## config.mk

```make
export PLATFORM = sky130hd
export DESIGN_NAME = psdc_top
export DESIGN_NICKNAME = d
export VERILOG_FILES = /design/src/rtl/psdc_pkg.sv /design/src/rtl/psdc_ms_timer.sv /design/src/rtl/psdc_top.sv
export SDC_FILE = /design/constraint.sdc
export NUM_CORES = 1
export LEC_CHECK = 0
export BUFFER_PORTS_ARGS = -buffer_cell sky130_fd_sc_hd__clkbuf_2
export CORE_MARGIN = 3
export CORE_UTILIZATION = 42
export DETAILED_ROUTE_END_ITERATION = 16
export SLEW_MARGIN = 5
export SYNTH_ARGS = -nofsm -noshare
export SYNTH_HDL_FRONTEND = slang
export SYNTH_SLANG_ARGS = --single-unit
```

## constraint.sdc

```tcl
create_clock -name pclk -period 4.23 [get_ports pclk]
set_input_delay 0 -clock pclk [delete_from_list [all_inputs] [get_ports pclk]]
set_output_delay 0 -clock pclk [all_outputs]
set_load 0.01 [all_outputs]
```

## src/rtl/psdc_pkg.sv

```systemverilog
package psdc_pkg;

  // Register byte offsets on the APB slave.
  localparam logic [7:0] PSDC_OFF_DELAY_ADDR = 8'h00;
  localparam logic [7:0] PSDC_ON_DELAY_ADDR = 8'h04;
  localparam logic [7:0] PSDC_CTRL_ADDR = 8'h08;
  localparam logic [7:0] PSDC_STATUS_ADDR = 8'h0c;
  localparam int PSDC_ADDR_W = 8;
  localparam int PSDC_DATA_W = 32;

  // Delay fields: seven bits of milliseconds, top bit of the byte unused.
  localparam int PSDC_DELAY_W = 7;
  localparam logic [6:0] PSDC_DELAY_RST = 7'h00;
  localparam int PSDC_SEL_W = 4;

  // Control register fields.
  localparam int PSDC_CTRL_PG_MODE_BIT = 0;
  localparam logic PSDC_CTRL_PG_MODE_RST = 1'b0;

  // Status register field positions.
  localparam int PSDC_ST_PIN3_BIT = 0;
  localparam int PSDC_ST_PIN4_BIT = 1;
  localparam int PSDC_ST_OFF_BUSY_BIT = 2;
  localparam int PSDC_ST_ON_BUSY_BIT = 3;
  localparam int PSDC_ST_PG_LSB = 4;
  localparam int PSDC_ST_SEL_PG_BIT = 14;
  localparam int PSDC_ST_STATE_LSB = 16;

  // Power-good sources: six step-down rails, three linear rails, termination reference.
  localparam int PSDC_NUM_RAILS = 10;
  localparam logic [3:0] PSDC_SEL_STEP_DOWN_ONE = 4'h0;
  localparam logic [3:0] PSDC_SEL_STEP_DOWN_TWO = 4'h1;
  localparam logic [3:0] PSDC_SEL_TERM_REF = 4'h9;
  localparam logic [3:0] PSDC_SEL_ALL_AND = 4'ha;

  // Timing: one delay step is one millisecond at a 25 ns clock.
  localparam int PSDC_STEP_NS = 1000000;
  localparam int PSDC_CLK_PERIOD_NS = 25;
  localparam int PSDC_CYCLES_PER_STEP = PSDC_STEP_NS / PSDC_CLK_PERIOD_NS;

  typedef enum logic [3:0] {
    PSDC_ST_OFF = 4'h1,
    PSDC_ST_ON_WAIT = 4'h2,
    PSDC_ST_ON = 4'h4,
    PSDC_ST_OFF_WAIT = 4'h8
  } psdc_state_t;

endpackage

```

## src/rtl/psdc_ms_timer.sv

```systemverilog
`timescale 1ns/1ps
module psdc_ms_timer
  import psdc_pkg::*;
#(
  parameter int CYCLES_PER_STEP = PSDC_CYCLES_PER_STEP
) (
  input wire logic pclk,
  input wire logic presetn,
  input wire logic start,
  input wire logic abort,
  input wire logic [PSDC_DELAY_W-1:0] delay_steps,
  output logic busy,
  output logic done
);

  logic [31:0] tick_q;
  logic [31:0] tick_d;
  logic [PSDC_DELAY_W-1:0] left_q;
  logic [PSDC_DELAY_W-1:0] left_d;
  logic busy_d;
  logic done_d;
  logic tick_end;

  assign tick_end = (tick_q == 32'(CYCLES_PER_STEP - 1));

  // A delay of zero finishes on the edge after the start, so done is always one pulse.
  always_comb begin
    tick_d = tick_q;
    left_d = left_q;
    busy_d = busy;
    done_d = 1'b0;
    if (abort) begin
      busy_d = 1'b0;
      tick_d = '0;
    end else if (start) begin
      tick_d = '0;
      left_d = delay_steps;
      busy_d = (delay_steps != PSDC_DELAY_RST);
      done_d = (delay_steps == PSDC_DELAY_RST);
    end else if (busy) begin
      if (tick_end) begin
        tick_d = '0;
        left_d = left_q - 7'h01;
        if (left_q == 7'h01) begin
          busy_d = 1'b0;
          done_d = 1'b1;
        end
      end else begin
        tick_d = tick_q + 32'h1;
      end
    end
  end

  always_ff @(posedge pclk or negedge presetn) begin
    if (!presetn) begin
      tick_q <= '0;
      left_q <= PSDC_DELAY_RST;
      busy <= 1'b0;
      done <= 1'b0;
    end else begin
      tick_q <= tick_d;
      left_q <= left_d;
      busy <= busy_d;
      done <= done_d;
    end
  end

endmodule

```

## src/rtl/psdc_top.sv

```systemverilog
// Functional notes
// - Pin three off delay: 7 bits, milliseconds.
// - Pin four on delay: 7 bits, milliseconds.
// - Power-good mode: low nibble selects rail.
// - Code zero, one: step-down rails one, two.
// - Further codes: rails, reference, then AND-all.
`timescale 1ns/1ps
module psdc_top
  import psdc_pkg::*;
#(
  parameter int CYCLES_PER_STEP = PSDC_CYCLES_PER_STEP,
  parameter int NUM_RAILS = PSDC_NUM_RAILS
) (
  input wire logic pclk,
  input wire logic presetn,
  input wire logic psel,
  input wire logic penable,
  input wire logic pwrite,
  input wire logic [PSDC_ADDR_W-1:0] paddr,
  input wire logic [PSDC_DATA_W-1:0] pwdata,
  output logic [PSDC_DATA_W-1:0] prdata,
  output logic pready,
  output logic pslverr,
  input wire logic seq_on_start,
  input wire logic seq_off_start,
  input wire logic [NUM_RAILS-1:0] power_good_flag,
  output logic multipurpose_pin_three,
  output logic multipurpose_pin_four
);

  // Rail power-good levels come from analog comparators outside this clock.
  logic [NUM_RAILS-1:0] pg_meta_q;
  logic [NUM_RAILS-1:0] pg_sync_q;

  always_ff @(posedge pclk or negedge presetn) begin
    if (!presetn) begin
      pg_meta_q <= '0;
      pg_sync_q <= '0;
    end else begin
      pg_meta_q <= power_good_flag;
      pg_sync_q <= pg_meta_q;
    end
  end

  // Selector decode, shared by the pin drive and the status view.
  function automatic logic pg_select(input logic [PSDC_SEL_W-1:0] sel,
                                     input logic [NUM_RAILS-1:0] pg);
    logic res;
    res = 1'b0;
    if (sel == PSDC_SEL_ALL_AND) begin
      res = &pg;
    end else if (sel <= PSDC_SEL_TERM_REF) begin
      res = pg[sel];
    end
    return res;
  endfunction

  // APB registers.
  logic [PSDC_DELAY_W-1:0] off_delay_q;
  logic [PSDC_DELAY_W-1:0] on_delay_q;
  logic pg_mode_q;
  logic pready_q;
  logic pslverr_q;
  logic [PSDC_DATA_W-1:0] prdata_q;
  logic [PSDC_DATA_W-1:0] rdata_d;

  wire access_wait = psel && penable && !pready_q;
  wire access_done = psel && penable && pready_q;
  wire wr_done = access_done && pwrite;
  wire hit_off = (paddr == PSDC_OFF_DELAY_ADDR);
  wire hit_on = (paddr == PSDC_ON_DELAY_ADDR);
  wire hit_ctrl = (paddr == PSDC_CTRL_ADDR);
  wire hit_status = (paddr == PSDC_STATUS_ADDR);
  wire addr_ok = hit_off || hit_on || hit_ctrl || hit_status;
  // Status is read-only; a write to it is refused like an unmapped address.
  wire addr_err = !addr_ok || (pwrite && hit_status);

  // Sequencer tracking state and timers.
  psdc_state_t state_q;
  psdc_state_t state_d;
  logic off_busy;
  logic off_done;
  logic on_busy;
  logic on_done;
  logic on_start_q;
  logic on_start_d;
  logic off_start_q;
  logic off_start_d;

  // Pin three counts its delay from the start of power-off.
  psdc_ms_timer #(
    .CYCLES_PER_STEP(CYCLES_PER_STEP)
  ) u_off_timer (
    .pclk(pclk),
    .presetn(presetn),
    .start(off_start_q),
    .abort(on_start_q),
    .delay_steps(off_delay_q),
    .busy(off_busy),
    .done(off_done)
  );

  // Pin four counts its delay from the start of power-on.
  psdc_ms_timer #(
    .CYCLES_PER_STEP(CYCLES_PER_STEP)
  ) u_on_timer (
    .pclk(pclk),
    .presetn(presetn),
    .start(on_start_q),
    .abort(off_start_q),
    .delay_steps(on_delay_q),
    .busy(on_busy),
    .done(on_done)
  );

  // Power-on wins when both starts arrive together, so a rail restart is never lost.
  assign on_start_d = seq_on_start;
  assign off_start_d = seq_off_start && !seq_on_start;

  always_comb begin
    state_d = state_q;
    if (on_start_q) begin
      state_d = PSDC_ST_ON_WAIT;
    end else if (off_start_q) begin
      state_d = PSDC_ST_OFF_WAIT;
    end else begin
      case (state_q)
        PSDC_ST_OFF: begin
          state_d = PSDC_ST_OFF;
        end
        PSDC_ST_ON_WAIT: begin
          if (on_done) begin
            state_d = PSDC_ST_ON;
          end
        end
        PSDC_ST_ON: begin
          state_d = PSDC_ST_ON;
        end
        PSDC_ST_OFF_WAIT: begin
          if (off_done) begin
            state_d = PSDC_ST_OFF;
          end
        end
        default: begin
          state_d = PSDC_ST_OFF;
        end
      endcase
    end
  end

  always_ff @(posedge pclk or negedge presetn) begin
    if (!presetn) begin
      state_q <= PSDC_ST_OFF;
      on_start_q <= 1'b0;
      off_start_q <= 1'b0;
    end else begin
      state_q <= state_d;
      on_start_q <= on_start_d;
      off_start_q <= off_start_d;
    end
  end

  // Pin drive decisions.
  logic pin3_d;
  logic pin4_d;
  logic sel_pg;

  assign sel_pg = pg_select(on_delay_q[PSDC_SEL_W-1:0], pg_sync_q);

  assign pin3_d = (state_d != PSDC_ST_OFF);

  assign pin4_d = pg_mode_q ? sel_pg : (state_d == PSDC_ST_ON);

  always_ff @(posedge pclk or negedge presetn) begin
    if (!presetn) begin
      multipurpose_pin_three <= 1'b0;
      multipurpose_pin_four <= 1'b0;
    end else begin
      multipurpose_pin_three <= pin3_d;
      multipurpose_pin_four <= pin4_d;
    end
  end

  // Register writes take effect on the edge that completes the access.
  always_ff @(posedge pclk or negedge presetn) begin
    if (!presetn) begin
      off_delay_q <= PSDC_DELAY_RST;
      on_delay_q <= PSDC_DELAY_RST;
      pg_mode_q <= PSDC_CTRL_PG_MODE_RST;
    end else if (wr_done && !pslverr_q) begin
      if (hit_off) begin
        off_delay_q <= pwdata[PSDC_DELAY_W-1:0];
      end
      if (hit_on) begin
        on_delay_q <= pwdata[PSDC_DELAY_W-1:0];
      end
      if (hit_ctrl) begin
        pg_mode_q <= pwdata[PSDC_CTRL_PG_MODE_BIT];
      end
    end
  end

  // Read mux; bits above each field read as zero.
  always_comb begin
    rdata_d = '0;
    if (hit_off) begin
      rdata_d[PSDC_DELAY_W-1:0] = off_delay_q;
    end else if (hit_on) begin
      rdata_d[PSDC_DELAY_W-1:0] = on_delay_q;
    end else if (hit_ctrl) begin
      rdata_d[PSDC_CTRL_PG_MODE_BIT] = pg_mode_q;
    end else if (hit_status) begin
      rdata_d[PSDC_ST_PIN3_BIT] = multipurpose_pin_three;
      rdata_d[PSDC_ST_PIN4_BIT] = multipurpose_pin_four;
      rdata_d[PSDC_ST_OFF_BUSY_BIT] = off_busy;
      rdata_d[PSDC_ST_ON_BUSY_BIT] = on_busy;
      rdata_d[PSDC_ST_PG_LSB +: NUM_RAILS] = pg_sync_q;
      rdata_d[PSDC_ST_SEL_PG_BIT] = sel_pg;
      rdata_d[PSDC_ST_STATE_LSB +: 4] = state_q;
    end
  end

  // One wait state per access keeps every bus output straight from a flip-flop.
  always_ff @(posedge pclk or negedge presetn) begin
    if (!presetn) begin
      pready_q <= 1'b0;
      pslverr_q <= 1'b0;
      prdata_q <= '0;
    end else if (access_wait) begin
      pready_q <= 1'b1;
      pslverr_q <= addr_err;
      prdata_q <= (pwrite || addr_err) ? '0 : rdata_d;
    end else begin
      pready_q <= 1'b0;
      pslverr_q <= 1'b0;
      prdata_q <= '0;
    end
  end

  assign pready = pready_q;
  assign pslverr = pslverr_q;
  assign prdata = prdata_q;

endmodule

```

==> qor.csv <==
metric,value,unit
vias in the first global route,5897,
placed cell count,985,
CP Launch Type,flip-flop,
via count,5897,
RSZ-0062 raised after global routing,no,
total core area,16900,sq um
Tcrit/Tclk final,67.3,%
detailed placement HPWL,11700,um
"Reg clk slew, reported paths",0.07,ns
RR Startpoint,u_off_timer.tick_q[21],
syn_area_per_cell,10.0,sq um
final hold viol count,0,
Site Rows,47,
total clock sinks,146,
Root Buffer,clkbuf_16,
Die Wd,138,um
Setup crit end kind,flip-flop,
number of vias per cell,5.66,
grt total ovfl,0,
Worst setup endpoint,u_off_timer.tick_q[10],
R2R Setup Slk,1.38,ns
Tightest Pin Transition,1.09,ns
first-pass GRT wire length,29300,um
setup tns final,0,ns
nets@finish,871,
CTS buffer count,17,
Post-synth EDFFs,0,
die area,19200,sq um
synthesized cell area,7370,sq um
Die H,138,um
library cells used by synthesis,66,
cts repair resizes,0,
outcome,completed,
Clock Skews,0.00847,ns
"commonest non-fill, non-tap cell in the layout",dfrtp_1,
Yosys reg bits,146,
Pwr Density,375,nW/um^2
H-tree levels,4,
worst relative slew slack,27.4,%
Routed WL,17400,um
CTS tree,done,
filler cell count,1494,
clk_lat worst skew,0.42,ns
worst vdd ir,257,uV
max frequency,0.351,GHz
"Top FF cell, synth",dfrtp_1,
"commonest non-fill, non-tap cells in the layout","dfrtp_1, nor2_1, nand2_1",
Crit Path Class,flip-flop to flip-flop,
Placed Area,7780,sq um
crit path DAT,3.10,ns
wire length per cell,16.7,um
crit path launch,u_off_timer.tick_q[21],
layout cells sized above 1,16.7,%
iteration-0 DRC count of the detailed router,446,
CP max FO,28,
final design utilization,51.0,%
Initial Utilization,43.6,%
Cells after Synth,733,
R2R Path End,u_off_timer.tick_q[10],
Finished Layout Cells,1041,
worst hold path type,input pin to flip-flop,
Yosys warnings,0,
final setup fails,0,
total routing usage reported by global routing,18.3,%
footprint of the multi-input gates,3440,sq um
register area,3650,sq um
setup bufs post-CTS,0,
clock buffer depth,2,
Worst EP required,4.49,ns
initial antenna violation count,0,
port buffer count,54,
DRC viols,0,
maxcap violations,0,
# IOs,93,
asr flop ratio synth,100,%
GPL Wtd Cong,0.846,
area grow syn2layout,17.0,%
r2r worst-path depth,5,
antenna fix cells,0,
Final Max Slew Viols,0,
largest net degree at the start of global routing,110,
Leakage,3.67,nW
drt pass-1 iters,5,
Final Cell Area,8610,sq um
Period minus WS final,2.85,ns
sequential fraction of the synthesis area,49.6,%
ANT nets after route,0,
-- synthesized netlist by cell type (all sizes together), types with 17 or more instances --
library cell | instances | share of area, %
a31oi | 21 | 1.8
buf | 25 | 2.5
clkbuf | 17 | 0.87
dfrtp | 145 | 49
inv | 17 | 0.87
mux2 | 23 | 3.5
mux2i | 23 | 3.1
nand2 | 56 | 2.9
nand3 | 48 | 3.3
nand4 | 32 | 2.7
nor2 | 77 | 3.9
nor3 | 21 | 1.5
nor4 | 33 | 3.6
xor2 | 17 | 2.0
-- metal layers --
layer  GRT usage (%)  vias up  wire, um
met1            23.9     2919      7680
met4            4.84        0       134
li1                -     2813         -
met5               0        -         0
met2            30.9      153      8780
met3            4.25       12       778
-- how the worst min path moves through the flow --
stage / startpoint / end / depth (start not counted)
global placement: power_good_flag[1] / pg_meta_q[1] / 1
CTS: paddr[0] / pslverr / 5
global route: paddr[0] / pslverr / 5
detailed placement: power_good_flag[8] / pg_meta_q[8] / 1
finish: paddr[0] / pslverr / 5
floorplan: presetn / multipurpose_pin_four / 0
-- cells by family (layout without fill, tap and decap cells) --
kind of cell | count (synthesis) | in the layout | synth area share [%]
and+or+nand+nor | 347 | 347 | 25.5
other | 1 | 13 | 0.0509
AOI/OAI and AO/OA | 97 | 97 | 9.00
xor gates and xnor gates | 28 | 28 | 3.33
muxes | 48 | 48 | 7.25
adders and majority gates | 6 | 6 | 1.02
buffers and inverters | 60 | 136 | 4.26
DFF | 146 | 146 | 49.6
-- final cells by class --
| type | instances | share of cell area, % |
|---|---|---|
| multi-input cells | 539 | 40.0 |
| clock buffers | 17 | 4.94 |
| repair buffers | 86 | 6.70 |
| well taps | 220 | 3.20 |
| flip-flops and latches | 146 | 42.4 |
| clock inverters | 15 | 2.00 |
| inverters | 18 | 0.784 |
-- per-stage QoR --
step                hold slack [ns]  power [W]  setup slack [ns]
floorplan                    -0.296    0.00163              2.23
global placement              0.109    0.00170              1.41
detailed placement            0.110    0.00171              1.36
CTS                          0.0123    0.00326              1.39
global route                 0.0845    0.00336              1.12
finish                       0.0202    0.00323              1.38
-- flip-flops by register name (all words and copies together), names as in the netlist, 4 cells and up --
signal	flops
off_delay_q	7
on_delay_q	7
u_off_timer.tick_q	32
u_on_timer.tick_q	32
state_q	4
u_on_timer.left_q	7
pg_sync_q	10
prdata	19
pg_meta_q	10
u_off_timer.left_q	7
-- power breakdown --
part,internal (W),switching [W]
Combinational,0.0000910,0.000141
Sequential,0.00143,0.0000377
Clock,0.000886,0.000640
-- worst max-delay path: stages, from the launching register on --
cell	delay [ns]
dfrtp_1	0.45
nor4_1	0.36
nand4_1	0.32
nor4_4	0.54
nand2b_1	0.88
nor2_1	0.13
-- repair_timing --
action                                  in CTS  in global routing
endpoints found under the hold margin      137                  0
endpoints found under the setup margin       0                  0
hold buffers                                24                  0
No activity file was read; power rests on OpenSTA's default activity.
